$ cat src/logic/sysint_pkg.sv
// System integration unit: shared constants, types and register map.
// Assumes one 10 MHz clock that also serves as the oscillator clock.
package sysint_pkg;

  // ---------------------------------------------------------------
  // Register indices (byte address is four times the index)
  // ---------------------------------------------------------------
  localparam logic [15:0] SYSINT_IDX_BREAK_STATUS = 16'hFE00;
  localparam logic [15:0] SYSINT_IDX_RESET_CAUSE = 16'hFE01;
  localparam logic [15:0] SYSINT_IDX_BREAK_FLAG_CTRL = 16'hFF03;
  localparam int SYSINT_ADDR_W = 18;

  // ---------------------------------------------------------------
  // Field positions
  // ---------------------------------------------------------------
  localparam int SYSINT_BIT_EXITED_WAIT = 1;
  localparam int SYSINT_BIT_CLEAR_ENABLE = 7;
  localparam int SYSINT_BIT_POWER_ON = 7;
  localparam int SYSINT_BIT_PIN = 6;
  localparam int SYSINT_BIT_WATCHDOG = 5;
  localparam int SYSINT_BIT_ILL_OPCODE = 4;
  localparam int SYSINT_BIT_ILL_ADDRESS = 3;
  localparam int SYSINT_BIT_MONITOR = 2;
  localparam int SYSINT_BIT_LOW_VOLTAGE = 1;

  // ---------------------------------------------------------------
  // Reset values
  // ---------------------------------------------------------------
  localparam logic [7:0] SYSINT_RST_BREAK_STATUS = 8'h00;
  localparam logic [7:0] SYSINT_RST_RESET_CAUSE = 8'h80;
  localparam logic [7:0] SYSINT_RST_BREAK_FLAG_CTRL = 8'h00;

  // ---------------------------------------------------------------
  // Timing counts, in oscillator clock cycles
  // ---------------------------------------------------------------
  localparam int SYSINT_STOP_LONG_CYC = 4096;
  localparam int SYSINT_STOP_SHORT_CYC = 32;
  localparam int SYSINT_PIN_SAMPLE_CYC = 32;
  localparam int SYSINT_RST_DRIVE_CYC = 16;
  localparam int SYSINT_CNT_W = 13;

  // ---------------------------------------------------------------
  // AHB-Lite encodings
  // ---------------------------------------------------------------
  localparam logic [1:0] SYSINT_HTRANS_NONSEQ = 2'h2;
  localparam logic [2:0] SYSINT_HSIZE_WORD = 3'h2;

  // ---------------------------------------------------------------
  // Types
  // ---------------------------------------------------------------
  typedef enum logic [5:0] {
    SYSINT_RUN        = 6'h01,
    SYSINT_WAIT       = 6'h02,
    SYSINT_STOP       = 6'h04,
    SYSINT_RECOVER    = 6'h08,
    SYSINT_RST_DRIVE  = 6'h10,
    SYSINT_RST_SAMPLE = 6'h20
  } sysint_state_e;

  // Internal reset sources, one-cycle pulses from on-chip logic
  typedef struct packed {
    logic watchdog;
    logic illegal_opcode;
    logic illegal_address;
    logic monitor_entry;
    logic low_voltage;
  } sysint_rst_src_s;

  // Clock gating outputs toward the clock generator
  typedef struct packed {
    logic cpu_clk_en;
    logic system_clock_out_en;
    logic oscillator_clock_en;
  } sysint_clk_s;

endpackage : sysint_pkg

$ cat src/logic/sysint_unit.sv
// System integration unit: break flag protection, wait and stop
// sequencing, stop recovery timing and reset cause recording.
// Assumes CPU, break module and peripherals share clk; only the reset
// pin arrives from outside and is synchronised here.
//
// Overview of operation
// - A break request forces the CPU to the software-interrupt vector.
// - In break with clear enable low, set peripheral flags cannot clear.
// - With clear enable set, flags clear in break and stay cleared.
// - Two-step clears stay blocked in break; second step after break works.
// - Wait or stop instruction clears the global interrupt mask.
// - Wait mode stops CPU clocks, peripheral clocks keep running.
// - Enabled interrupt wakes wait; stacking starts the following cycle.
// - Reset or break ends wait; break in wait sets exited-wait flag.
// - Watchdog disable bit zero keeps watchdog enabled, also in wait.
// - Stop resets the counter and disables system and oscillator clocks.
// - Interrupt or reset ends stop; stacking waits for full recovery.
// - Recovery is 4096 oscillator cycles, or 32 with short recovery.
// - Counter held in reset during stop, then times the recovery.
// - Cause flags accumulate across resets until cleared.
// - Reading the reset cause register clears all its flags.
// - Power-on sets the power-on flag and clears all others.
// - Reset pin driven low in resets; sampled 32 cycles after release.
// - Separate flags for pin, watchdog, opcode, address, low voltage.
// - Monitor entry sets the monitor-entry flag.
// - Exited-wait flag is readable inside the break routine.
//
// The implementer's own choice: register access over AHB-Lite.
`timescale 1ns/10ps
`default_nettype none
module sysint_unit
  import sysint_pkg::*;
#(
  parameter int STOP_LONG_CYC = SYSINT_STOP_LONG_CYC
) (
  input wire logic clk,
  input wire logic rstn,
  // AHB-Lite slave
  input wire logic hsel,
  input wire logic [31:0] haddr,
  input wire logic [1:0] htrans,
  input wire logic hwrite,
  input wire logic [2:0] hsize,
  input wire logic [31:0] hwdata,
  input wire logic hready,
  output logic hreadyout,
  output logic [31:0] hrdata,
  output logic hresp,
  // CPU side
  input wire logic wait_exec,
  input wire logic stop_exec,
  input wire logic break_req,
  input wire logic break_done,
  input wire logic module_irq,
  output logic force_swi_vector,
  output logic clear_imask,
  output logic stack_start,
  output sysint_clk_s clk_gate,
  // Peripheral side
  output logic break_mode,
  output logic flag_clear_ok,
  output logic watchdog_enable,
  output logic internal_reset,
  // Configuration
  input wire logic watchdog_disable_bit,
  input wire logic short_stop_recovery,
  // Reset sources and reset pin
  input wire sysint_rst_src_s rst_src,
  input wire logic rst_pin_in,
  output logic rst_pin_out,
  output logic rst_pin_oe_n
);

  // ---------------------------------------------------------------
  // Declarations
  // ---------------------------------------------------------------
  localparam logic [SYSINT_CNT_W-1:0] LONG_END =
    SYSINT_CNT_W'(STOP_LONG_CYC - 1);
  localparam logic [SYSINT_CNT_W-1:0] SHORT_END =
    SYSINT_CNT_W'(SYSINT_STOP_SHORT_CYC - 1);
  localparam logic [SYSINT_CNT_W-1:0] SAMPLE_END =
    SYSINT_CNT_W'(SYSINT_PIN_SAMPLE_CYC - 1);
  localparam logic [SYSINT_CNT_W-1:0] DRIVE_END =
    SYSINT_CNT_W'(SYSINT_RST_DRIVE_CYC - 1);

  sysint_state_e state;
  sysint_state_e next_state;
  logic [SYSINT_CNT_W-1:0] counter;
  logic pin_s1;
  logic pin_s2;
  logic exited_wait;
  logic clear_enable;
  logic [7:0] reset_cause;
  logic wr_pend;
  logic [15:0] wr_idx;
  logic addr_ok;
  logic [15:0] a_idx;
  logic acc;
  logic rd_cause;
  logic any_src;
  logic ext_rst;
  logic rec_done;
  logic drive_done;
  logic sample_now;
  logic wake_wait;
  logic break_in_wait;
  logic stop_wake;

  // ---------------------------------------------------------------
  // Reset pin synchroniser
  // ---------------------------------------------------------------
  always_ff @(posedge clk) begin
    if (!rstn) begin
      pin_s1 <= 1'b1;
      pin_s2 <= 1'b1;
    end else begin
      pin_s1 <= rst_pin_in;
      pin_s2 <= pin_s1;
    end
  end

  // ---------------------------------------------------------------
  // Sequencer conditions
  // ---------------------------------------------------------------
  assign any_src = |rst_src;
  // External pin pulled low outside the reset drive and sample states
  assign ext_rst = !pin_s2 && (state != SYSINT_RST_DRIVE) &&
                   (state != SYSINT_RST_SAMPLE);
  assign rec_done = (state == SYSINT_RECOVER) &&
    (counter == (short_stop_recovery ? SHORT_END : LONG_END));
  assign drive_done = (state == SYSINT_RST_DRIVE) && (counter == DRIVE_END);
  assign sample_now = (state == SYSINT_RST_SAMPLE) &&
                      (counter == SAMPLE_END);
  assign wake_wait = (state == SYSINT_WAIT) && module_irq;
  assign break_in_wait = (state == SYSINT_WAIT) && break_req;
  assign stop_wake = (state == SYSINT_STOP) && module_irq;

  // ---------------------------------------------------------------
  // Low-power and reset state machine
  // ---------------------------------------------------------------
  always_comb begin
    next_state = state;
    case (state)
      SYSINT_RUN: begin
        if (stop_exec) begin
          next_state = SYSINT_STOP;
        end else if (wait_exec) begin
          next_state = SYSINT_WAIT;
        end
      end
      SYSINT_WAIT: begin
        if (wake_wait || break_req) begin
          next_state = SYSINT_RUN;
        end
      end
      SYSINT_STOP: begin
        if (module_irq) begin
          next_state = SYSINT_RECOVER;
        end
      end
      SYSINT_RECOVER: begin
        if (rec_done) begin
          next_state = SYSINT_RUN;
        end
      end
      SYSINT_RST_DRIVE: begin
        if (drive_done) begin
          next_state = SYSINT_RST_SAMPLE;
        end
      end
      SYSINT_RST_SAMPLE: begin
        if (sample_now) begin
          next_state = SYSINT_RUN;
        end
      end
      default: begin
        next_state = SYSINT_RST_DRIVE;
      end
    endcase
    // Any reset source ends every mode, stop and wait included
    if (any_src || ext_rst) begin
      next_state = SYSINT_RST_DRIVE;
    end
  end

  always_ff @(posedge clk) begin
    if (!rstn) begin
      state <= SYSINT_RST_DRIVE;
    end else begin
      state <= next_state;
    end
  end

  // ---------------------------------------------------------------
  // Shared counter: held at zero in stop, then times recovery
  // ---------------------------------------------------------------
  always_ff @(posedge clk) begin
    if (!rstn) begin
      counter <= '0;
    end else if (next_state != state) begin
      counter <= '0;
    end else if (state == SYSINT_STOP || state == SYSINT_RUN ||
                 state == SYSINT_WAIT) begin
      counter <= '0;
    end else begin
      counter <= counter + 1'b1;
    end
  end

  // ---------------------------------------------------------------
  // CPU strobes
  // ---------------------------------------------------------------
  always_ff @(posedge clk) begin
    if (!rstn) begin
      stack_start <= 1'b0;
      force_swi_vector <= 1'b0;
      clear_imask <= 1'b0;
    end else begin
      stack_start <= wake_wait || rec_done;
      force_swi_vector <= break_req && !break_mode &&
        (state == SYSINT_RUN || state == SYSINT_WAIT);
      clear_imask <= (state == SYSINT_RUN) &&
                     (wait_exec || stop_exec);
    end
  end

  // ---------------------------------------------------------------
  // Break mode and flag protection
  // ---------------------------------------------------------------
  always_ff @(posedge clk) begin
    if (!rstn) begin
      break_mode <= 1'b0;
    end else if (internal_reset) begin
      break_mode <= 1'b0;
    end else if (break_req && (state == SYSINT_RUN ||
                               state == SYSINT_WAIT)) begin
      break_mode <= 1'b1;
    end else if (break_done) begin
      break_mode <= 1'b0;
    end
  end

  // Peripherals qualify every clearing step, first or second, with this
  assign flag_clear_ok = !break_mode || clear_enable;

  // ---------------------------------------------------------------
  // Clocks, watchdog, reset pin
  // ---------------------------------------------------------------
  always_comb begin
    clk_gate.cpu_clk_en = (state == SYSINT_RUN) ||
                          (state == SYSINT_RST_DRIVE) ||
                          (state == SYSINT_RST_SAMPLE);
    clk_gate.system_clock_out_en = (state != SYSINT_STOP) &&
                                   (state != SYSINT_RECOVER);
    clk_gate.oscillator_clock_en = (state != SYSINT_STOP);
  end

  assign watchdog_enable = !watchdog_disable_bit &&
    (state != SYSINT_STOP) && (state != SYSINT_RECOVER);
  assign internal_reset = (state == SYSINT_RST_DRIVE) ||
                          (state == SYSINT_RST_SAMPLE);
  assign rst_pin_out = 1'b0;
  assign rst_pin_oe_n = (state != SYSINT_RST_DRIVE);

  // ---------------------------------------------------------------
  // AHB-Lite slave: zero wait states, always OKAY
  // ---------------------------------------------------------------
  assign a_idx = haddr[SYSINT_ADDR_W-1:2];
  assign acc = hsel && hready && (htrans == SYSINT_HTRANS_NONSEQ);
  assign addr_ok = (a_idx == SYSINT_IDX_BREAK_STATUS) ||
                   (a_idx == SYSINT_IDX_RESET_CAUSE) ||
                   (a_idx == SYSINT_IDX_BREAK_FLAG_CTRL);
  assign rd_cause = acc && !hwrite && (a_idx == SYSINT_IDX_RESET_CAUSE);
  assign hreadyout = 1'b1;
  assign hresp = 1'b0;

  always_ff @(posedge clk) begin
    if (!rstn) begin
      wr_pend <= 1'b0;
      wr_idx <= 16'h0000;
    end else begin
      wr_pend <= acc && hwrite && addr_ok;
      wr_idx <= a_idx;
    end
  end

  always_ff @(posedge clk) begin
    if (!rstn) begin
      hrdata <= 32'h00000000;
    end else if (acc && !hwrite) begin
      hrdata <= 32'h00000000;
      case (a_idx)
        SYSINT_IDX_BREAK_STATUS: begin
          hrdata[SYSINT_BIT_EXITED_WAIT] <= exited_wait;
        end
        SYSINT_IDX_RESET_CAUSE: begin
          hrdata[7:0] <= reset_cause;
        end
        SYSINT_IDX_BREAK_FLAG_CTRL: begin
          hrdata[SYSINT_BIT_CLEAR_ENABLE] <= clear_enable;
        end
        default: begin
          hrdata <= 32'h00000000;
        end
      endcase
    end
  end

  // ---------------------------------------------------------------
  // Break status and break flag control registers
  // ---------------------------------------------------------------
  always_ff @(posedge clk) begin
    if (!rstn) begin
      exited_wait <= SYSINT_RST_BREAK_STATUS[SYSINT_BIT_EXITED_WAIT];
    end else if (break_in_wait) begin
      exited_wait <= 1'b1;
    end else if (wr_pend && wr_idx == SYSINT_IDX_BREAK_STATUS &&
                 !hwdata[SYSINT_BIT_EXITED_WAIT]) begin
      exited_wait <= 1'b0;
    end
  end

  always_ff @(posedge clk) begin
    if (!rstn) begin
      clear_enable <= SYSINT_RST_BREAK_FLAG_CTRL[SYSINT_BIT_CLEAR_ENABLE];
    end else if (wr_pend && wr_idx == SYSINT_IDX_BREAK_FLAG_CTRL) begin
      clear_enable <= hwdata[SYSINT_BIT_CLEAR_ENABLE];
    end
  end

  // ---------------------------------------------------------------
  // Reset cause register: sets win over the read clear
  // ---------------------------------------------------------------
  always_ff @(posedge clk) begin
    if (!rstn) begin
      reset_cause <= SYSINT_RST_RESET_CAUSE;
    end else begin
      reset_cause <= (rd_cause ? 8'h00 : reset_cause) |
        ({7'h00, rst_src.watchdog} << SYSINT_BIT_WATCHDOG) |
        ({7'h00, rst_src.illegal_opcode} << SYSINT_BIT_ILL_OPCODE) |
        ({7'h00, rst_src.illegal_address} << SYSINT_BIT_ILL_ADDRESS) |
        ({7'h00, rst_src.low_voltage} << SYSINT_BIT_LOW_VOLTAGE) |
        ({7'h00, rst_src.monitor_entry} << SYSINT_BIT_MONITOR) |
        ({7'h00, sample_now && !pin_s2} << SYSINT_BIT_PIN);
    end
  end

endmodule : sysint_unit
`default_nettype wire

$ cat config.mk
export PLATFORM = sky130hd
export DESIGN_NAME = sysint_unit
export DESIGN_NICKNAME = d
export VERILOG_FILES = /design/src/logic/sysint_pkg.sv /design/src/logic/sysint_unit.sv
export SDC_FILE = /design/constraint.sdc
export NUM_CORES = 1
export LEC_CHECK = 0
export BUFFER_PORTS_ARGS = -buffer_cell sky130_fd_sc_hd__clkbuf_2
export CAP_MARGIN = 0
export CORE_ASPECT_RATIO = 1.4
export CORE_MARGIN = 5
export CORE_UTILIZATION = 51
export DETAILED_ROUTE_END_ITERATION = 16
export PLACE_DENSITY = 0.91
export SKIP_CTS_REPAIR_TIMING = 1
export SLEW_MARGIN = 20
export SYNTH_ARGS = -nofsm -noshare
export SYNTH_HDL_FRONTEND = slang
export SYNTH_SLANG_ARGS = --single-unit
$ cat constraint.sdc
create_clock -name clk -period 4.55 [get_ports clk]
set_input_delay 0.91 -clock clk [delete_from_list [all_inputs] [get_ports clk]]
set_output_delay 0.91 -clock clk [all_outputs]
set_load 0.01 [all_outputs]
# ---- Word-level counts from Yosys, hierarchy flattened
# Cells that the tools add are included.
# W data, S select, Z words.
dict set report word_totals {
  regBits 60
  in_bits 87
  output_inout_bits 46
  elab_cells 108
}
dict set report classes {
  add_sub_neg 1
  n_eq_ne 20
  n_mux 19
  bitwise 7
  reduce_logical 47
}
# op count
set op_table {}
lappend op_table {{$eq A16 B16 Y1 const B} 5}
lappend op_table {{$mux W6} 8}
lappend op_table {{$pmux W6 S6} 1}
lappend op_table {{$logic_and A1 B1 Y1} 24}
lappend op_table {{$add A13 B1 Y13 const B} 1}
lappend op_table {{$eq A13 B12 Y1} 1}
lappend op_table {{$eq A13 B4 Y1 const B} 1}
lappend op_table {{$eq A13 B5 Y1 const B} 1}
lappend op_table {{$logic_or A1 B1 Y1} 13}
lappend op_table {{$mux W12} 1}
lappend op_table {{$mux W8} 1}
lappend op_table {{$or A8 B2 Y8} 1}
lappend op_table {{$or A8 B3 Y8} 1}
lappend op_table {{$or A8 B4 Y8} 1}
lappend op_table {{$or A8 B5 Y8} 1}
lappend op_table {{$or A8 B6 Y8} 1}
lappend op_table {{$or A8 B7 Y8} 1}
lappend op_table {{$eq A6 B1 Y1 const B} 1}
lappend op_table {{$eq A6 B2 Y1 const B} 1}
lappend op_table {{$eq A6 B3 Y1 const B} 1}
lappend op_table {{$eq A6 B4 Y1 const B} 1}
lappend op_table {{$eq A6 B5 Y1 const B} 1}
lappend op_table {{$eq A6 B6 Y1 const B} 1}
lappend op_table {{$ne A6 B3 Y1 const B} 1}
lappend op_table {{other kinds (14)} 24}

# ---- Depth between registers and ports, before layout
dict set report depth {
  word_depth 11
  mapped_depth 10
  ltp_nobuf 8
}

# ---- Worst setup path before layout
# No wires, ideal clock.
dict set report synth_timing {
  path_type {input-to-reg}
  startpoint {in rst_src[3] (netlist name)}
  endpoint {reg counter[12]}
  setup_time_ns 0.088
  t_arrival_ns 2.482
  t_required_ns 4.462
  path_slack_ns 1.980
  stages 6
  n_path_buf 1
  path_cell_list {or2_2 or4_1 o31ai_2 o211ai_2 buf_6 nor4_2}
}
dict set report synth_between {
  elab_chain_cells 5
}
# item line
set synth_rtl {}
lappend synth_rtl {{start: declaration} sysint_unit.sv:68} ;# input wire sysint_rst_src_s rst_src,
lappend synth_rtl {{$reduce_or A5 Y1} sysint_unit.sv:125} ;# assign any_src = |rst_src;
lappend synth_rtl {{$logic_or A1 B1 Y1} sysint_unit.sv:181} ;# if (any_src || ext_rst) begin
lappend synth_rtl {{$mux W6} sysint_unit.sv:181}
lappend synth_rtl {{$ne A6 B6 Y1} sysint_unit.sv:200} ;# end else if (next_state != state) begin
lappend synth_rtl {{$reduce_or A3 Y1 (no line)} n/a}
lappend synth_rtl {{end signal: assignment} sysint_unit.sv:206} ;# counter <= counter + 1'b1;
lappend synth_rtl {{end: declaration} sysint_unit.sv:88} ;# logic [SYSINT_CNT_W-1:0] counter;
# No other way between the ends.
# A chain may end at the register's enable or synchronous reset.

==> results.ini <==
[status]
status = finished, final reports clean

[timing]
rsz0062_at_grt = false
fin_crit_sh_pct = 67.1
skew_ns = 0.00903
slew_violations = 0
fmax_ghz = 0.327
worst_slack_ns = 1.50
period_needed_ns = 3.05
timing.slew.headroom_pct = 38.3
tightest_slew_ns = 0.917
finalHoldViolCount = 0
finalSetupTns_ns = 0
whs_ns = 0.424
setup_viol = 0

[placement]
portBuffers = 55
dpl_worst_slack_ns = 1.30
gp_congestion = 0.947
hpwl_um = 4840
dp_cells = 420

[grt]
grt_remaining_overflow = 0
gr-usage-met1_pct = 20.3
track_usage_pct = 18.6
grt_start_max_net_pins = 43
antenna_found_initial = 0
grt-busiest-layer = met2
grtUsageMet3_pct = 5.16
use_met2_pct = 32.0
grt_pass1_vias = 2378
grt_pass1_wl_um = 10700

[critical_path]
path_cells = nor4_1 -> nand3_1 -> nand2_1 -> clkbuf_2
cp-start-kind = flop
crit_buf_inv = 1
cp_top_family = simple AND/OR/NAND/NOR gates
rrSetupSlack_ns = 1.62
slowest_stage = nor4_1
endpoint_kind = output port
critPathMaxStageDelay_ns = 0.79
r2r_cells = 8
required_ns = 3.64
cp_max_fo = 8
worstReg2RegEnd = counter[1]
r2r_start = state[0]
crit_type = reg2out
crit_arrival_ns = 2.14

[job]
max_cap_violations = 0

[hold_path]
hp-class = reg2reg
whs_path_depth = 1
whs_endpoint = pin_s2
min_from = pin_s1

[layout]
nets = 451
final_cell_mix = dfxtp_1, clkbuf_2, conb_1, nor2_1, and2_1
drive_above_1_share_pct = 26.9
antenna_cells = 0
instances_no_fill = 436
multi_input_area_mm2 = 0.00153
final_common_cell = dfxtp_1
areaGrowthSynthToFinish_pct = 13.7
ff_latch_area_mm2 = 0.00116
fillers = 458

[synthesis]
synth_compound_area_share_pct = 11.6
synthSimpleGateAreaFrac_pct = 31.8
ys_types = 66
syn_area_mm2 = 0.00291
synth-edff-count = 0
synth_flop_cell = dfxtp_1
synth-seq-cells = 58
avgSynthCellArea_um2 = 9.39
seq_area_frac_synth_pct = 39.9
syn_inst = 310
synthAdderAreaFrac_pct = 0.430
synthMuxAreaShare_pct = 0.731
synthXorXnorAreaFrac_pct = 4.47
synth_top_family_by_area = simple AND/OR/NAND/NOR gates
ys_warn_count = 0
async_flop_share_pct = 0

[floorplanning]
coreArea_mm2 = 0.00553
die_w_um = 73.9
initial_core_util_pct = 52.7
ios = 133
die-height_um = 99.4
num_rows = 32
die-area_mm2 = 0.00734

[clocking]
clkLatencyLatePin_ns = 0.35
cts.htree.levels = 3
cts.path.max_buffers = 2
cts.clk_slew.worst_paths_ns = 0.07
root_buffer = clkbuf_8
cts_tree = yes
numCtsBuffers = 9
clkSinkCount = 58

[routing]
firstDrtPassIters = 4
postRouteAntennaNets = 0
num_vias = 2398
routed_wirelength_um = 6460
drtIter0Drc = 123
vias_per_cell = 5.50
drc_errors = 0
wl_per_cell_um = 14.8

[power]
power_leakage_uw = 0.00129
max-vdd-ir-drop_mv = 0.238
power_uw = 1120
power.density_mw_per_mm2 = 338

[sequential cells by signal (all words and copies together) (netlist names)]
| name | count |
|---|---|
| wr_idx | 16 |
| stack_start | 1 |
| reset_cause | 7 |
| clear_imask | 1 |
| exited_wait | 1 |
| state | 6 |
| pin_s2 | 1 |
| hrdata | 7 |
| break_mode | 1 |
| force_swi_vector | 1 |
| clear_enable | 1 |
| wr_pend | 1 |
| pin_s1 | 1 |
| counter | 13 |
[cell usage after synthesis, drive strengths merged (2+ instances only)]
master / number / area [µm²]
nor4: 20 / 194
nand2: 16 / 60.1
a41oi: 2 / 17.5
xnor2: 12 / 113
nor3b: 3 / 38.8
inv: 8 / 30.0
nand3b: 2 / 15.0
and2: 17 / 106
buf: 33 / 256
and3: 6 / 37.5
nand2b: 3 / 18.8
o211ai: 2 / 20.0
nand3: 12 / 60.1
nor4b: 3 / 32.5
xor2: 2 / 17.5
o21ai: 6 / 30.0
a22oi: 5 / 37.5
dfxtp: 58 / 1160
conb: 2 / 7.51
nor2b: 16 / 100
or4: 5 / 41.3
nor3: 5 / 25.0
o22ai: 3 / 25.0
o221ai: 2 / 23.8
nand4b: 3 / 26.3
a21oi: 9 / 48.8
or2: 4 / 25.0
nor2: 18 / 70.1
clkbuf: 6 / 22.5
nand4: 5 / 31.3
[routing by layer]
| metal | routed length [µm] | up-vias |
|---|---|---|
| met1 | 2380 | 1130 |
| li1 | - | 1158 |
| met5 | 0 | - |
| met2 | 3420 | 91 |
| met4 | 167 | 0 |
| met3 | 494 | 19 |
[logic make-up after synthesis]
kind of cell,Yosys count
other,2
flip-flops,58
multiplexers,2
adder cells (fa/ha/maj),1
AO/OA/AOI/OAI,42
AND/OR/NAND/NOR,143
buffers and inverters,48
XOR/XNOR,14
[cell type report]
cell class / instances / area share [%]
clock inverter: 5 / 2.34
multi-input combinational: 230 / 46.4
clock buffer: 11 / 4.27
timing repair buffer: 55 / 8.32
inverter: 9 / 1.06
tap: 68 / 2.57
sequential: 58 / 35.1
[metrics by stage]
| step | utilization [%] | cell area, µm² |
|---|---|---|
| detailed placement | 55.9 | 3090 |
| CTS | 59.9 | 3310 |
| finish | 59.9 | 3310 |
| global placement | 55.9 | 3090 |
| floorplan | - | 3010 |
| global route | 59.9 | 3310 |
[worst reg2reg max path: cells and delay by family (launching register included)]
family	cells	cell delay (ns)
buffers and inverters	1	0.10
DFF	1	0.44
and+or+nand+nor	4	1.15
AOI/OAI and AO/OA	2	0.35
xor gates and xnor gates	1	0.75
[worst max path at each step]
stage	startpoint	to	slack (ns)	cells after the start
2_1_floorplan	rst_src[3]	counter[12]	1.98	6
3_3_place_gp	rst_src[3]	counter[1]	1.35	6
3_5_place_dp	rst_src[3]	counter[1]	1.30	6
4_1_cts	state[4]	clk_gate[2]	1.52	4
5_1_grt	state[4]	clk_gate[2]	1.37	4
6_report	state[4]	clk_gate[2]	1.50	4
[where the power goes]
part | total, µW | leakage (µW) | switching (µW) | internal, µW
clock | 526 | 0.000109 | 205 | 321
sequential | 528 | 0.000474 | 6.30 | 522
combinational | 64.4 | 0.000711 | 37.0 | 27.5
No activity file was read; power rests on OpenSTA's default activity.
